**src/hdl/cell_array_pkg.sv**
```systemverilog
// Purpose: shared constants and types for the output cell array
// Assumes: eight cells, three configuration bits per cell, two global bits
// Notes: mode encoding from the two global bits is fixed here
package cell_array_pkg;
  localparam int NUM_CELLS = 8;
  localparam int CFG_BITS = 24;
  // register map, byte addresses
  localparam logic [7:0] GLOBAL_OFS = 8'h00;
  localparam logic [7:0] POLARITY_OFS = 8'h04;
  localparam logic [7:0] DIRECTION_OFS = 8'h08;
  localparam logic [7:0] DRIVE_OFS = 8'h0c;
  localparam logic [7:0] SUM_OFS = 8'h10;
  localparam logic [7:0] ENABLE_OFS = 8'h14;
  localparam logic [7:0] PRELOAD_OFS = 8'h18;
  localparam logic [7:0] STATUS_OFS = 8'h1c;
  localparam logic [7:0] PINS_OFS = 8'h20;
  // field positions in the global register
  localparam int SYNC_BIT = 0;
  localparam int MODE_BIT = 1;
  // reset values
  localparam logic [1:0] GLOBAL_RST = 2'h0;
  localparam logic [7:0] CELL_RST = 8'h00;
  localparam logic [7:0] DRIVE_RST = 8'h00;
  // outermost and centre cells
  localparam int OUTER_LO = 0;
  localparam int OUTER_HI = 7;
  localparam int CENTRE_LO = 3;
  localparam int CENTRE_HI = 4;
  typedef enum logic [1:0] {MODE_SIMPLE, MODE_COMPLEX, MODE_REGISTERED} mode_t;
  // one cell's three configuration bits
  typedef struct packed {
    logic polarity;
    logic direction;
    logic drive_type;
  } cell_cfg_t;
  // pin pair, out and oe, for the eight cell pins
  typedef struct packed {
    logic [7:0] out;
    logic [7:0] oe;
  } pin_drive_t;
endpackage

```
**src/hdl/output_cell_array.sv**
```systemverilog
// Purpose: eight configurable output cells with an AHB-Lite register file
// Assumes: hclk 25 MHz; the shared clock and enable pins are sampled by two flops
// Notes: sum inputs stand in for the product-term sums of the array
//
// The AHB-Lite register port and the register addresses are this design's own decisions.
`timescale 1ns/1ps
module output_cell_array (
  input wire logic hclk,
  input wire logic hresetn,
  input wire logic hsel,
  input wire logic [31:0] haddr,
  input wire logic [1:0] htrans,
  input wire logic hwrite,
  input wire logic [2:0] hsize,
  input wire logic [31:0] hwdata,
  input wire logic hready,
  output logic [31:0] hrdata,
  output logic hreadyout,
  output logic hresp,
  input wire logic [7:0] term_sum,
  input wire logic [7:0] term_enable,
  input wire logic shared_clk_pin,
  input wire logic shared_oe_n_pin,
  input wire logic [7:0] cell_pin_in,
  output logic [7:0] cell_pin_out,
  output logic [7:0] cell_pin_oe,
  output logic [7:0] array_feedback,
  output logic [1:0] array_extra_in
);
  logic [1:0] global_r;
  logic [7:0] polarity_r, direction_r, drive_r, sum_r, enable_r;
  logic [7:0] cell_reg_r;
  logic [7:0] pins_s1_r, pins_s2_r;
  logic [1:0] ctl_s1_r, ctl_s2_r, ctl_d_r;
  logic wr_pend_r, preload_pend;
  logic [7:0] addr_r;
  cell_array_pkg::mode_t mode;
  cell_array_pkg::pin_drive_t drive;
  logic [7:0] logic_val, data_val, en_val;
  logic clk_rise, oe_active;
  logic [7:0] fb_val;

  // decode the two global bits into one mode for all cells
  function automatic cell_array_pkg::mode_t decode_mode(input logic [1:0] g);
    if (g[cell_array_pkg::SYNC_BIT] == 1'b0) begin
      decode_mode = cell_array_pkg::MODE_REGISTERED;
    end else if (g[cell_array_pkg::MODE_BIT]) begin
      decode_mode = cell_array_pkg::MODE_COMPLEX;
    end else begin
      decode_mode = cell_array_pkg::MODE_SIMPLE;
    end
  endfunction

  function automatic logic is_ofs(input logic [7:0] a, input logic [7:0] o);
    is_ofs = (a == o);
  endfunction

  assign mode = decode_mode(global_r);
  assign hreadyout = 1'b1; // zero wait states, writes land one cycle after address
  assign hresp = 1'b0;

  // capture the address phase of a write
  always_ff @(posedge hclk or negedge hresetn) begin
    if (!hresetn) begin
      wr_pend_r <= 1'b0;
      addr_r <= 8'h00;
    end else if (hready) begin
      wr_pend_r <= hsel && htrans[1] && hwrite;
      addr_r <= haddr[7:0];
    end
  end

  // configuration register writes; only bits 0..7 are kept, bits 0..1 for the global register
  always_ff @(posedge hclk or negedge hresetn) begin
    if (!hresetn) begin
      global_r <= cell_array_pkg::GLOBAL_RST;
      polarity_r <= cell_array_pkg::CELL_RST;
      direction_r <= cell_array_pkg::CELL_RST;
      drive_r <= cell_array_pkg::DRIVE_RST; // totem-pole default
      sum_r <= cell_array_pkg::CELL_RST;
      enable_r <= cell_array_pkg::CELL_RST;
    end else if (wr_pend_r) begin
      if (is_ofs(addr_r, cell_array_pkg::GLOBAL_OFS)) global_r <= hwdata[1:0];
      if (is_ofs(addr_r, cell_array_pkg::POLARITY_OFS)) polarity_r <= hwdata[7:0];
      if (is_ofs(addr_r, cell_array_pkg::DIRECTION_OFS)) direction_r <= hwdata[7:0];
      if (is_ofs(addr_r, cell_array_pkg::DRIVE_OFS)) drive_r <= hwdata[7:0];
      if (is_ofs(addr_r, cell_array_pkg::SUM_OFS)) sum_r <= hwdata[7:0];
      if (is_ofs(addr_r, cell_array_pkg::ENABLE_OFS)) enable_r <= hwdata[7:0];
    end
  end

  assign preload_pend = wr_pend_r && is_ofs(addr_r, cell_array_pkg::PRELOAD_OFS);

  // read mux, registered at the address phase so data is ready in the data phase
  always_ff @(posedge hclk or negedge hresetn) begin
    if (!hresetn) begin
      hrdata <= 32'h0000_0000;
    end else if (hready && hsel && htrans[1] && !hwrite) begin
      case (haddr[7:0])
        cell_array_pkg::GLOBAL_OFS: hrdata <= {30'h0, global_r};
        cell_array_pkg::POLARITY_OFS: hrdata <= {24'h0, polarity_r};
        cell_array_pkg::DIRECTION_OFS: hrdata <= {24'h0, direction_r};
        cell_array_pkg::DRIVE_OFS: hrdata <= {24'h0, drive_r};
        cell_array_pkg::SUM_OFS: hrdata <= {24'h0, sum_r};
        cell_array_pkg::ENABLE_OFS: hrdata <= {24'h0, enable_r};
        cell_array_pkg::PRELOAD_OFS: hrdata <= {24'h0, cell_reg_r};
        cell_array_pkg::STATUS_OFS: hrdata <= {28'h0, ctl_s2_r, mode};
        cell_array_pkg::PINS_OFS: hrdata <= {24'h0, pins_s2_r};
        default: hrdata <= 32'h0000_0000;
      endcase
    end
  end

  // two-flop synchronisers for pins from outside the clock domain
  always_ff @(posedge hclk or negedge hresetn) begin
    if (!hresetn) begin
      pins_s1_r <= 8'h00;
      pins_s2_r <= 8'h00;
      ctl_s1_r <= 2'h3;
      ctl_s2_r <= 2'h3;
      ctl_d_r <= 2'h3;
    end else begin
      pins_s1_r <= cell_pin_in;
      pins_s2_r <= pins_s1_r;
      ctl_s1_r <= {shared_oe_n_pin, shared_clk_pin};
      ctl_s2_r <= ctl_s1_r;
      ctl_d_r <= ctl_s2_r;
    end
  end

  // the shared clock pin's rising edge, only meaningful in registered mode
  assign clk_rise = ctl_s2_r[0] && !ctl_d_r[0] &&
                    (mode == cell_array_pkg::MODE_REGISTERED);
  assign oe_active = !ctl_s2_r[1]; // active low shared enable

  // output registers: cleared at reset, preloaded by write, sampled on a shared clock rise, else held
  always_ff @(posedge hclk or negedge hresetn) begin
    if (!hresetn) begin
      cell_reg_r <= cell_array_pkg::CELL_RST;
    end else if (preload_pend) begin
      cell_reg_r <= hwdata[7:0]; // preload wins over a clock edge
    end else if (clk_rise) begin
      cell_reg_r <= sum_r ^ term_sum; // eight-term sum captured
    end
  end

  // logic value per cell; the sum input and soft sum are xored so either can drive it
  // direction bit set means input for the simple mode except the centre cells 3 and 4, and io for registered mode
  always_comb begin
    logic_val = 8'h00;
    en_val = 8'h00;
    for (int i = 0; i < cell_array_pkg::NUM_CELLS; i++) begin
      case (mode)
        cell_array_pkg::MODE_REGISTERED: begin
          if (!direction_r[i]) begin
            logic_val[i] = cell_reg_r[i]; // registered cell
            en_val[i] = oe_active;
          end else begin
            logic_val[i] = sum_r[i] ^ term_sum[i]; // seven terms
            en_val[i] = enable_r[i] | term_enable[i]; // eighth term is the enable
          end
        end
        cell_array_pkg::MODE_COMPLEX: begin
          logic_val[i] = sum_r[i] ^ term_sum[i];
          en_val[i] = enable_r[i] | term_enable[i];
        end
        cell_array_pkg::MODE_SIMPLE: begin
          logic_val[i] = sum_r[i] ^ term_sum[i];
          en_val[i] = !direction_r[i] || i == cell_array_pkg::CENTRE_LO ||
                      i == cell_array_pkg::CENTRE_HI;
        end
        default: begin
          logic_val[i] = 1'b0;
          en_val[i] = 1'b0;
        end
      endcase
    end
  end

  // polarity and drive type; open-drain only drives low
  always_comb begin
    data_val = logic_val ^ polarity_r;
    for (int i = 0; i < cell_array_pkg::NUM_CELLS; i++) begin
      drive.out[i] = drive_r[i] ? 1'b0 : data_val[i];
      drive.oe[i] = drive_r[i] ? (en_val[i] && !data_val[i]) : en_val[i];
    end
  end

  // feedback routing into the array per mode
  always_comb begin
    fb_val = 8'h00;
    case (mode)
      cell_array_pkg::MODE_REGISTERED: begin
        fb_val = pins_s2_r;
        for (int i = 0; i < cell_array_pkg::NUM_CELLS; i++) begin
          if (!direction_r[i]) fb_val[i] = cell_reg_r[i];
        end
      end
      cell_array_pkg::MODE_COMPLEX: begin
        fb_val = pins_s2_r;
        fb_val[cell_array_pkg::OUTER_HI] = ctl_s2_r[0];
        fb_val[cell_array_pkg::OUTER_LO] = ctl_s2_r[1];
      end
      cell_array_pkg::MODE_SIMPLE: begin
        // each pin except the centre pins 3 and 4 feeds the array through its neighbour's path
        for (int i = 0; i < cell_array_pkg::NUM_CELLS; i++) begin
          fb_val[i ^ 1] = pins_s2_r[i];
        end
        fb_val[cell_array_pkg::CENTRE_LO ^ 1] = 1'b0;
        fb_val[cell_array_pkg::CENTRE_HI ^ 1] = 1'b0;
      end
      default: fb_val = 8'h00;
    endcase
  end

  // outputs: pins combinational from config, data lanes held steady by registers
  always_comb begin
    cell_pin_out = drive.out;
    cell_pin_oe = drive.oe;
    if (mode == cell_array_pkg::MODE_COMPLEX) begin
      // outer cells have no input path; still outputs
      cell_pin_oe = drive.oe;
    end
  end

  always_ff @(posedge hclk or negedge hresetn) begin
    if (!hresetn) begin
      array_feedback <= 8'h00;
      array_extra_in <= 2'h0;
    end else begin
      array_feedback <= fb_val;
      // clock/enable pins feed the array except in registered mode
      array_extra_in <= (mode == cell_array_pkg::MODE_REGISTERED) ? 2'h0 : ctl_s2_r;
    end
  end

  // output registers: capture on the shared clock, preload, otherwise hold
  // preload is checked on its own because it wins over a coincident clock edge
  reg_capture_a: assert property (
    @(posedge hclk) disable iff (!hresetn)
    clk_rise && !preload_pend |=> cell_reg_r == $past(sum_r ^ term_sum))
    else $error("register missed shared clock edge");
  preload_set_a: assert property (
    @(posedge hclk) disable iff (!hresetn)
    preload_pend |=> cell_reg_r == $past(hwdata[7:0]))
    else $error("preload not applied");
  hold_noclk_a: assert property (
    @(posedge hclk) disable iff (!hresetn)
    !clk_rise && !preload_pend |=> $stable(cell_reg_r))
    else $error("register changed without clock");
  // the clock pin is plain data outside registered mode
  no_edge_a: assert property (
    @(posedge hclk) disable iff (!hresetn)
    mode != cell_array_pkg::MODE_REGISTERED |-> !clk_rise)
    else $error("clock edge outside registered mode");

  // the global bits pick one mode for every cell; sync bit low means registered
  mode_reg_a: assert property (
    @(posedge hclk) disable iff (!hresetn)
    !global_r[cell_array_pkg::SYNC_BIT] |-> mode == cell_array_pkg::MODE_REGISTERED)
    else $error("registered mode not decoded");
  mode_complex_a: assert property (
    @(posedge hclk) disable iff (!hresetn)
    global_r[cell_array_pkg::SYNC_BIT] && global_r[cell_array_pkg::MODE_BIT] |->
      mode == cell_array_pkg::MODE_COMPLEX)
    else $error("complex mode not decoded");
  mode_simple_a: assert property (
    @(posedge hclk) disable iff (!hresetn)
    global_r[cell_array_pkg::SYNC_BIT] && !global_r[cell_array_pkg::MODE_BIT] |->
      mode == cell_array_pkg::MODE_SIMPLE)
    else $error("simple mode not decoded");

  // registered mode: one shared enable pin for register cells, a term for io cells
  // a few cells stand for the rest to keep the property count small
  shared_oe_a: assert property (
    @(posedge hclk) disable iff (!hresetn)
    mode == cell_array_pkg::MODE_REGISTERED && !direction_r[0] && !drive_r[0] &&
    ctl_s2_r[1] |-> !cell_pin_oe[0])
    else $error("registered output driven while enable high");
  oe_follows_pin_a: assert property (
    @(posedge hclk) disable iff (!hresetn)
    mode == cell_array_pkg::MODE_REGISTERED && !direction_r[4] && !drive_r[4] |->
      cell_pin_oe[4] == !ctl_s2_r[1])
    else $error("registered output ignores shared enable");
  reg_out_a: assert property (
    @(posedge hclk) disable iff (!hresetn)
    mode == cell_array_pkg::MODE_REGISTERED && !direction_r[2] && !drive_r[2] |->
      cell_pin_out[2] == (cell_reg_r[2] ^ polarity_r[2]))
    else $error("registered cell not showing its register");
  io_enable_a: assert property (
    @(posedge hclk) disable iff (!hresetn)
    mode == cell_array_pkg::MODE_REGISTERED && direction_r[5] && !drive_r[5] |->
      cell_pin_oe[5] == (enable_r[5] | term_enable[5]))
    else $error("io cell enable term not applied");
  extra_in_a: assert property (
    @(posedge hclk) disable iff (!hresetn)
    mode == cell_array_pkg::MODE_REGISTERED |=> array_extra_in == 2'h0 || $changed(global_r))
    else $error("reserved pins reached array");

  // drive type and polarity apply in every mode
  polarity_inv_a: assert property (
    @(posedge hclk) disable iff (!hresetn)
    !drive_r[1] |-> cell_pin_out[1] == (logic_val[1] ^ polarity_r[1]))
    else $error("polarity not applied");
  open_drain_a: assert property (
    @(posedge hclk) disable iff (!hresetn)
    drive_r[2] |-> cell_pin_out[2] == 1'b0)
    else $error("open drain drove high");
  totem_drive_a: assert property (
    @(posedge hclk) disable iff (!hresetn)
    !drive_r[5] |->
      cell_pin_out[5] == data_val[5] && cell_pin_oe[5] == en_val[5])
    else $error("totem-pole cell not driving both levels");
  // complex and simple modes: enable term per cell, or fixed roles
  cplx_enable_a: assert property (
    @(posedge hclk) disable iff (!hresetn)
    mode == cell_array_pkg::MODE_COMPLEX && !drive_r[6] |->
      cell_pin_oe[6] == (enable_r[6] | term_enable[6]))
    else $error("complex enable term not applied");
  centre_on_a: assert property (
    @(posedge hclk) disable iff (!hresetn)
    mode == cell_array_pkg::MODE_SIMPLE && !drive_r[3] |-> cell_pin_oe[3])
    else $error("centre cell not driving");
  simple_input_a: assert property (
    @(posedge hclk) disable iff (!hresetn)
    mode == cell_array_pkg::MODE_SIMPLE && direction_r[1] |-> !cell_pin_oe[1])
    else $error("simple input cell drove its pin");
  simple_output_a: assert property (
    @(posedge hclk) disable iff (!hresetn)
    mode == cell_array_pkg::MODE_SIMPLE && !direction_r[6] && !drive_r[6] |->
      cell_pin_oe[6])
    else $error("simple output cell not always enabled");

  // feedback and extra inputs reach the array one cycle after the mode is seen
  // that cycle of latency keeps the array inputs glitch free across mode writes
  outer_fb_a: assert property (
    @(posedge hclk) disable iff (!hresetn)
    mode == cell_array_pkg::MODE_COMPLEX |=>
      array_feedback[7] == $past(ctl_s2_r[0]) && array_feedback[0] == $past(ctl_s2_r[1]))
    else $error("clock or enable pin missing from outer feedback");
  simple_swap_a: assert property (
    @(posedge hclk) disable iff (!hresetn)
    mode == cell_array_pkg::MODE_SIMPLE |=>
      array_feedback[0] == $past(pins_s2_r[1]) && array_feedback[7] == $past(pins_s2_r[6]))
    else $error("simple feedback not swapped with neighbour");
  centre_nofb_a: assert property (
    @(posedge hclk) disable iff (!hresetn)
    mode == cell_array_pkg::MODE_SIMPLE |=>
      array_feedback[2] == 1'b0 && array_feedback[5] == 1'b0)
    else $error("centre cell fed back into array");
  extra_data_a: assert property (
    @(posedge hclk) disable iff (!hresetn)
    mode != cell_array_pkg::MODE_REGISTERED |=> array_extra_in == $past(ctl_s2_r))
    else $error("clock or enable pin not fed as data");
endmodule

```
**config.mk**
```make
export PLATFORM = sky130hd
export DESIGN_NAME = output_cell_array
export DESIGN_NICKNAME = d
export VERILOG_FILES = /design/src/hdl/cell_array_pkg.sv /design/src/hdl/output_cell_array.sv
export SDC_FILE = /design/constraint.sdc
export NUM_CORES = 1
export LEC_CHECK = 0
export ABC_AREA = 1
export BUFFER_PORTS_ARGS = -buffer_cell sky130_fd_sc_hd__buf_2
export CAP_MARGIN = 40
export CORE_MARGIN = 2
export CORE_UTILIZATION = 55
export DETAILED_ROUTE_END_ITERATION = 16
export GPL_ROUTABILITY_DRIVEN = 1
export HOLD_SLACK_MARGIN = 0.15
export PLACE_DENSITY = 0.81
export REMOVE_ABC_BUFFERS = 1
export SLEW_MARGIN = 0
export SYNTH_ARGS = -nofsm -noshare
export SYNTH_HDL_FRONTEND = slang
export SYNTH_SLANG_ARGS = --single-unit
```
**constraint.sdc**
```tcl
create_clock -name hclk -period 3.1 [get_ports hclk]
set_clock_uncertainty 0.05 [all_clocks]
set_input_delay 0.775 -clock hclk [delete_from_list [all_inputs] [get_ports hclk]]
set_output_delay 0.775 -clock hclk [all_outputs]
set_load 0.01 [all_outputs]
```
* After elaboration in Yosys (flattened, before gate mapping)
Index checks and enable logic that the tools add are counted.
** Operators by class
- Eq/ne operators :: 16
- Bitwise operators :: 18
- Reductions and logical operators :: 44
- Muxes and demuxes :: 63
** Operator list (count)
- 8-bit case mux with 9 select lines :: 1
- 8-bit by 5-bit == test with 1-bit output (second input constant) :: 7
- 1-bit two-way mux :: 41
- 8-bit by 4-bit == test with 1-bit output (second input constant) :: 4
- 1-bit case mux with 3 select lines :: 8
- 8-bit case mux with 3 select lines :: 1
- 1-bit zero test :: 17
- 8-bit by 3-bit == test with 1-bit output (second input constant) :: 2
- 1-bit logical AND :: 16
- 8-bit zero test :: 2
- 8-bit two-way mux :: 2
- 1-bit case mux with 2 select lines :: 8
- 8-bit bitwise XOR :: 2
- 2-bit AND reduction :: 6
- 8-bit by 6-bit == test with 1-bit output (second input constant) :: 1
- 1-bit bitwise OR :: 8
- 1-bit bitwise XOR :: 8
- 2-bit two-way mux :: 2
- 2-bit by 1-bit == test with 1-bit output (second input constant) :: 1
- 2-bit == test (second input constant) :: 1
- 2-bit zero test :: 1
- 2-bit nonzero test :: 1
- 2-bit OR reduction :: 1
** Word-level totals
- Word-level logic and storage cells :: 158
- Flip-flop bits (word level) :: 122
- Input port bits :: 100

* Longest topological paths before layout
- Word-level depth :: 9
- Mapped depth :: 10
- Depth with buffers taken out :: 9

* Least setup slack after synthesis
OpenSTA, ideal clock, no wires.
- Kind :: input port to output port
- From :: in term_sum[1]
- To :: out cell_pin_oe[1]
- Data required time :: 2275 ps
- Cell stages on the path :: 7
- Buffers on the path :: 0
- Arrival time :: 1495 ps
- Path slack :: 780 ps
- Cells stage by stage :: xor2_1 nand2_1 nand2_1 or2_2 nand3_1 nand2_1 inv_1
** Between the ends
- Cells in the longest elaborated chain, start to end :: 7
** RTL lines
- start, declared :: RTL line output_cell_array.sv:20 : input wire logic [7:0] term_sum,
- 1-bit bitwise XOR (*) :: RTL line output_cell_array.sv:159, output_cell_array.sv:164, output_cell_array.sv:168
- 1-bit two-way mux :: RTL line output_cell_array.sv:155 : if (!direction_r[i]) begin
- 1-bit case mux with 2 select lines (*) :: RTL line output_cell_array.sv:153 : case (mode)
- 8-bit bitwise XOR (*) :: RTL line output_cell_array.sv:182 : data_val = logic_val ^ polarity_r;
- 1-bit zero test (*) :: RTL line output_cell_array.sv:185 : drive.oe[i] = drive_r[i] ? (en_val[i] && !data_val[i]) : en_val[i];
- 1-bit logical AND (*) :: RTL line output_cell_array.sv:185
- 1-bit two-way mux (*) :: RTL line output_cell_array.sv:185
- end, declared :: RTL line output_cell_array.sv:26 : output logic [7:0] cell_pin_oe,
Mark *: on every way between the ends. The rest lies on a longest branch, timed or not.

* Final worst setup path
- From :: reg global_r[0]
- To :: out cell_pin_oe[5]
** Between the ends
- Cells in the longest elaborated chain, start to end :: 8
- Elaborated cells between the ends (all ways) :: 11
- Those cells by class :: 2 x eq/ne; 4 x mux; 1 x bitwise; 4 x reduce/logical
** RTL lines
- start, declared :: RTL line output_cell_array.sv:30 : logic [1:0] global_r;
- start signal, assigned :: RTL line output_cell_array.sv:76 : global_r <= cell_array_pkg::GLOBAL_RST;
- start signal, assigned :: RTL line output_cell_array.sv:83 : if (is_ofs(addr_r, cell_array_pkg::GLOBAL_OFS)) global_r <= hwdata[1:0];
- 2-bit two-way mux (*) :: RTL line output_cell_array.sv:45 : if (g[cell_array_pkg::SYNC_BIT] == 1'b0) begin
- 2-bit by 1-bit == test with 1-bit output or 2-bit zero test (tied branches) :: RTL line output_cell_array.sv:153
- 2-bit OR reduction (no line)
- 1-bit case mux with 2 select lines :: RTL line output_cell_array.sv:153
- 8-bit bitwise XOR :: RTL line output_cell_array.sv:182
- 1-bit zero test :: RTL line output_cell_array.sv:185
- 1-bit logical AND :: RTL line output_cell_array.sv:185
- 1-bit two-way mux (*) :: RTL line output_cell_array.sv:185
Marks and branches as above.

==> results.ini <==
[floorplanning]
design.die.area_sq_um=10000
dieWidth_um=100
start_util=0.559
boundaryPins=160
core_area_sq_um=9110
row_count=35
die_h_um=100

[routing]
wl_mm=13.2
first_iter_violations=375
dr.pass1.iters=7
drc_errors=0
via_per_inst=5.51
ant_nets=0
wl_per_cell_um=15.6
dr_total_vias=4642

[global_routing]
grt_overflow_total=0
grt_max_degree=45
grt_first_pass_wirelength_mm=21.4
grt_antenna_before_repair=0
grtUsageTotal=0.275
grt_pass1_vias=4429

[placed_design]
dp_hpwl_mm=9.27
dpl_worst_slack_ns=0.531
place_inst=827
gp_congestion=0.960
port_buffers=81

[timing]
drv_slew=0
rsz0062_at_grt=no
setup_slack_ns=0.299
finalHoldViolations=0
timing.hold.ws_ns=0.278
final.setup.tns_ns=0
maxSlewHeadroom=0.443
tightestPinTransition_ns=0.834
finalSetupViolations=0
fmax_mhz=357
finalCritPeriodShare=0.904
min_period_ns=2.80

[synthesis]
ys_ff_latch=98
synth_top_area_frac=0.457
synth_top_area_cell=dfrtp_1
synth_cells=645
syn_area_sq_um=5090
synth.avg_cell_area_sq_um=7.90
ys_warn_count=0
synth.area.top_cells=dfrtp_1 46%, nand2_1 13%, nand3_1 7.6%
synth_cell_types=32
yosysSeqAreaShare=0.483

[pwr]
seqPwrFrac=0.517
p_per_area_nw_per_um2=501
p_sw_frac=0.290
p_int_mw=2.04
power_frac_clock=0.331
vdd_drop_max_mv=0.315
p_sw_mw=0.834
comb_power_share=0.152
power_mw=2.88
p_leak_nw=3.14

[finish]
multiInputGateArea_sq_um=2180
register_area_sq_um=2460
drive_gt1_frac=0.197
stdcell_count=843
fillerInstances=771
diodes=0
final_nets=827
syn2layout_area_growth_pct=12.8

[clocking]
cts_tree=done
cts-resized-gates=0
cts_htree_levels=3
root_buffer=clkbuf_8
cts_buffers=9
ctsLongestPathBuffers=2
cts_hold_buf=0
postCtsSetupRepairBufs=0
clk_latency_ns=0.37
clock-sinks=98
cts.clk_slew.worst_paths_ns=0.10

[worst_hold_path]
hold_path_class=in2async

[critical_path]
cp_max_fo=8
critPathKind=reg2out
arrival_ns=1.98
end_kind=output port
crit_required_ns=2.27
startpoint_type=flip-flop

[flow_run]
drv_cap=0

[status]
status=completed

## metal layers
layer / up-vias / track usage / routed length, um / part of all wire
met2: 271 / 0.442 / 6200 / 0.47
met3: 43 / 0.0390 / 1160 / 0.088
met1: 2147 / 0.360 / 5330 / 0.41
li1: 2181 / - / - / -
met5: - / 0 / 0 / 0
met4: 0 / 0.149 / 460 / 0.035
## worst max-delay path: stages (launching register included)
cell,delay (ns)
dfrtp_1,0.47
inv_1,0.28
nor2_4,0.05
inv_1,0.28
nand2_1,0.14
o22ai_1,0.15
nand2_1,0.08
inv_1,0.05
buf_2,0.11
## Yosys cell counts, drive strengths merged
master   number
dfstp         5
o22ai         6
nand3        78
o32ai         1
nand2       182
conb          2
or2           4
o221ai        1
a21oi         4
o21ai        64
nor4          1
inv          67
dfrtp        93
nor2         69
nand4         3
o2111ai       2
xor2          8
o211ai        9
nor3          4
clkbuf        1
buf          41
## through the flow
step                 util  area, sq um
CTS                 0.631         5750
finish              0.631         5750
detailed placement  0.605         5510
global route        0.631         5750
global placement    0.605         5510
floorplan               -         4890
## power by group through the flow
stage / clock (mW) / combinational [mW] / sequential, mW
2_1_floorplan: 0 / 0.251 / 1.50
3_3_place_gp: 0 / 0.416 / 1.50
3_5_place_dp: 0 / 0.431 / 1.51
4_1_cts: 0.967 / 0.435 / 1.48
5_1_grt: 1.02 / 0.490 / 1.50
6_report: 0.953 / 0.436 / 1.49
## cell usage in the layout (no fill, tap or decap), drive strengths merged
master / n
bufinv: 2
o2111ai: 2
nand4: 3
o22ai: 6
nor3: 4
or2: 4
o211ai: 9
nand3: 78
inv: 70
xor2: 8
o32ai: 1
dfrtp: 93
o221ai: 1
nor4: 1
nand2: 182
dfstp: 5
clkinv: 1
a21oi: 4
nor2: 69
conb: 26
clkbuf: 10
o21ai: 64
buf: 89
## sequential cells by signal, indices dropped and copies added, names as in the netlist
| name | cells |
|---|---|
| addr_r | 8 |
| ctl_d_r | 1 |
| ctl_s2_r | 2 |
| array_extra_in | 2 |
| drive_r | 8 |
| pins_s1_r | 8 |
| wr_pend_r | 1 |
| sum_r | 8 |
| cell_reg_r | 8 |
| global_r | 2 |
| polarity_r | 8 |
| enable_r | 8 |
| direction_r | 8 |
| pins_s2_r | 8 |
| ctl_s1_r | 2 |
| array_feedback | 8 |
| hrdata | 8 |
## final cells by class
cell class / instances / share of cell area
Sequential cell: 98 / 0.428
Multi-Input combinational cell: 462 / 0.380
Timing Repair Buffer: 89 / 0.0836
Inverter: 67 / 0.0438
Tap cell: 111 / 0.0242
Clock buffer: 10 / 0.0239
Clock inverter: 6 / 0.0165
## path summary, 6_finish.rpt
kind | start | to | slack, ns | cells past startpoint
setup / recovery | global_r[0] | cell_pin_oe[5] | 0.30 | 8
hold / removal | hresetn | global_r[1] | 0.28 | 1
setup reg to reg | addr_r[1] | sum_r[6] | 1.09 | 6
hold reg to reg | pins_s1_r[6] | pins_s2_r[6] | 0.30 | 0
max in group asynchronous | hresetn | ctl_d_r[0] | 1.99 | 2
min in group hclk | pins_s1_r[6] | pins_s2_r[6] | 0.30 | 0
## logic make-up after synthesis
family,after synthesis,synth area share
xor gates and xnor gates,8,0.0138
AOI/OAI and AO/OA,87,0.106
buffers and inverters,109,0.106
and+or+nand+nor,341,0.290
other,2,0.00147
DFF,98,0.483
(Power assumes the default switching activity.)
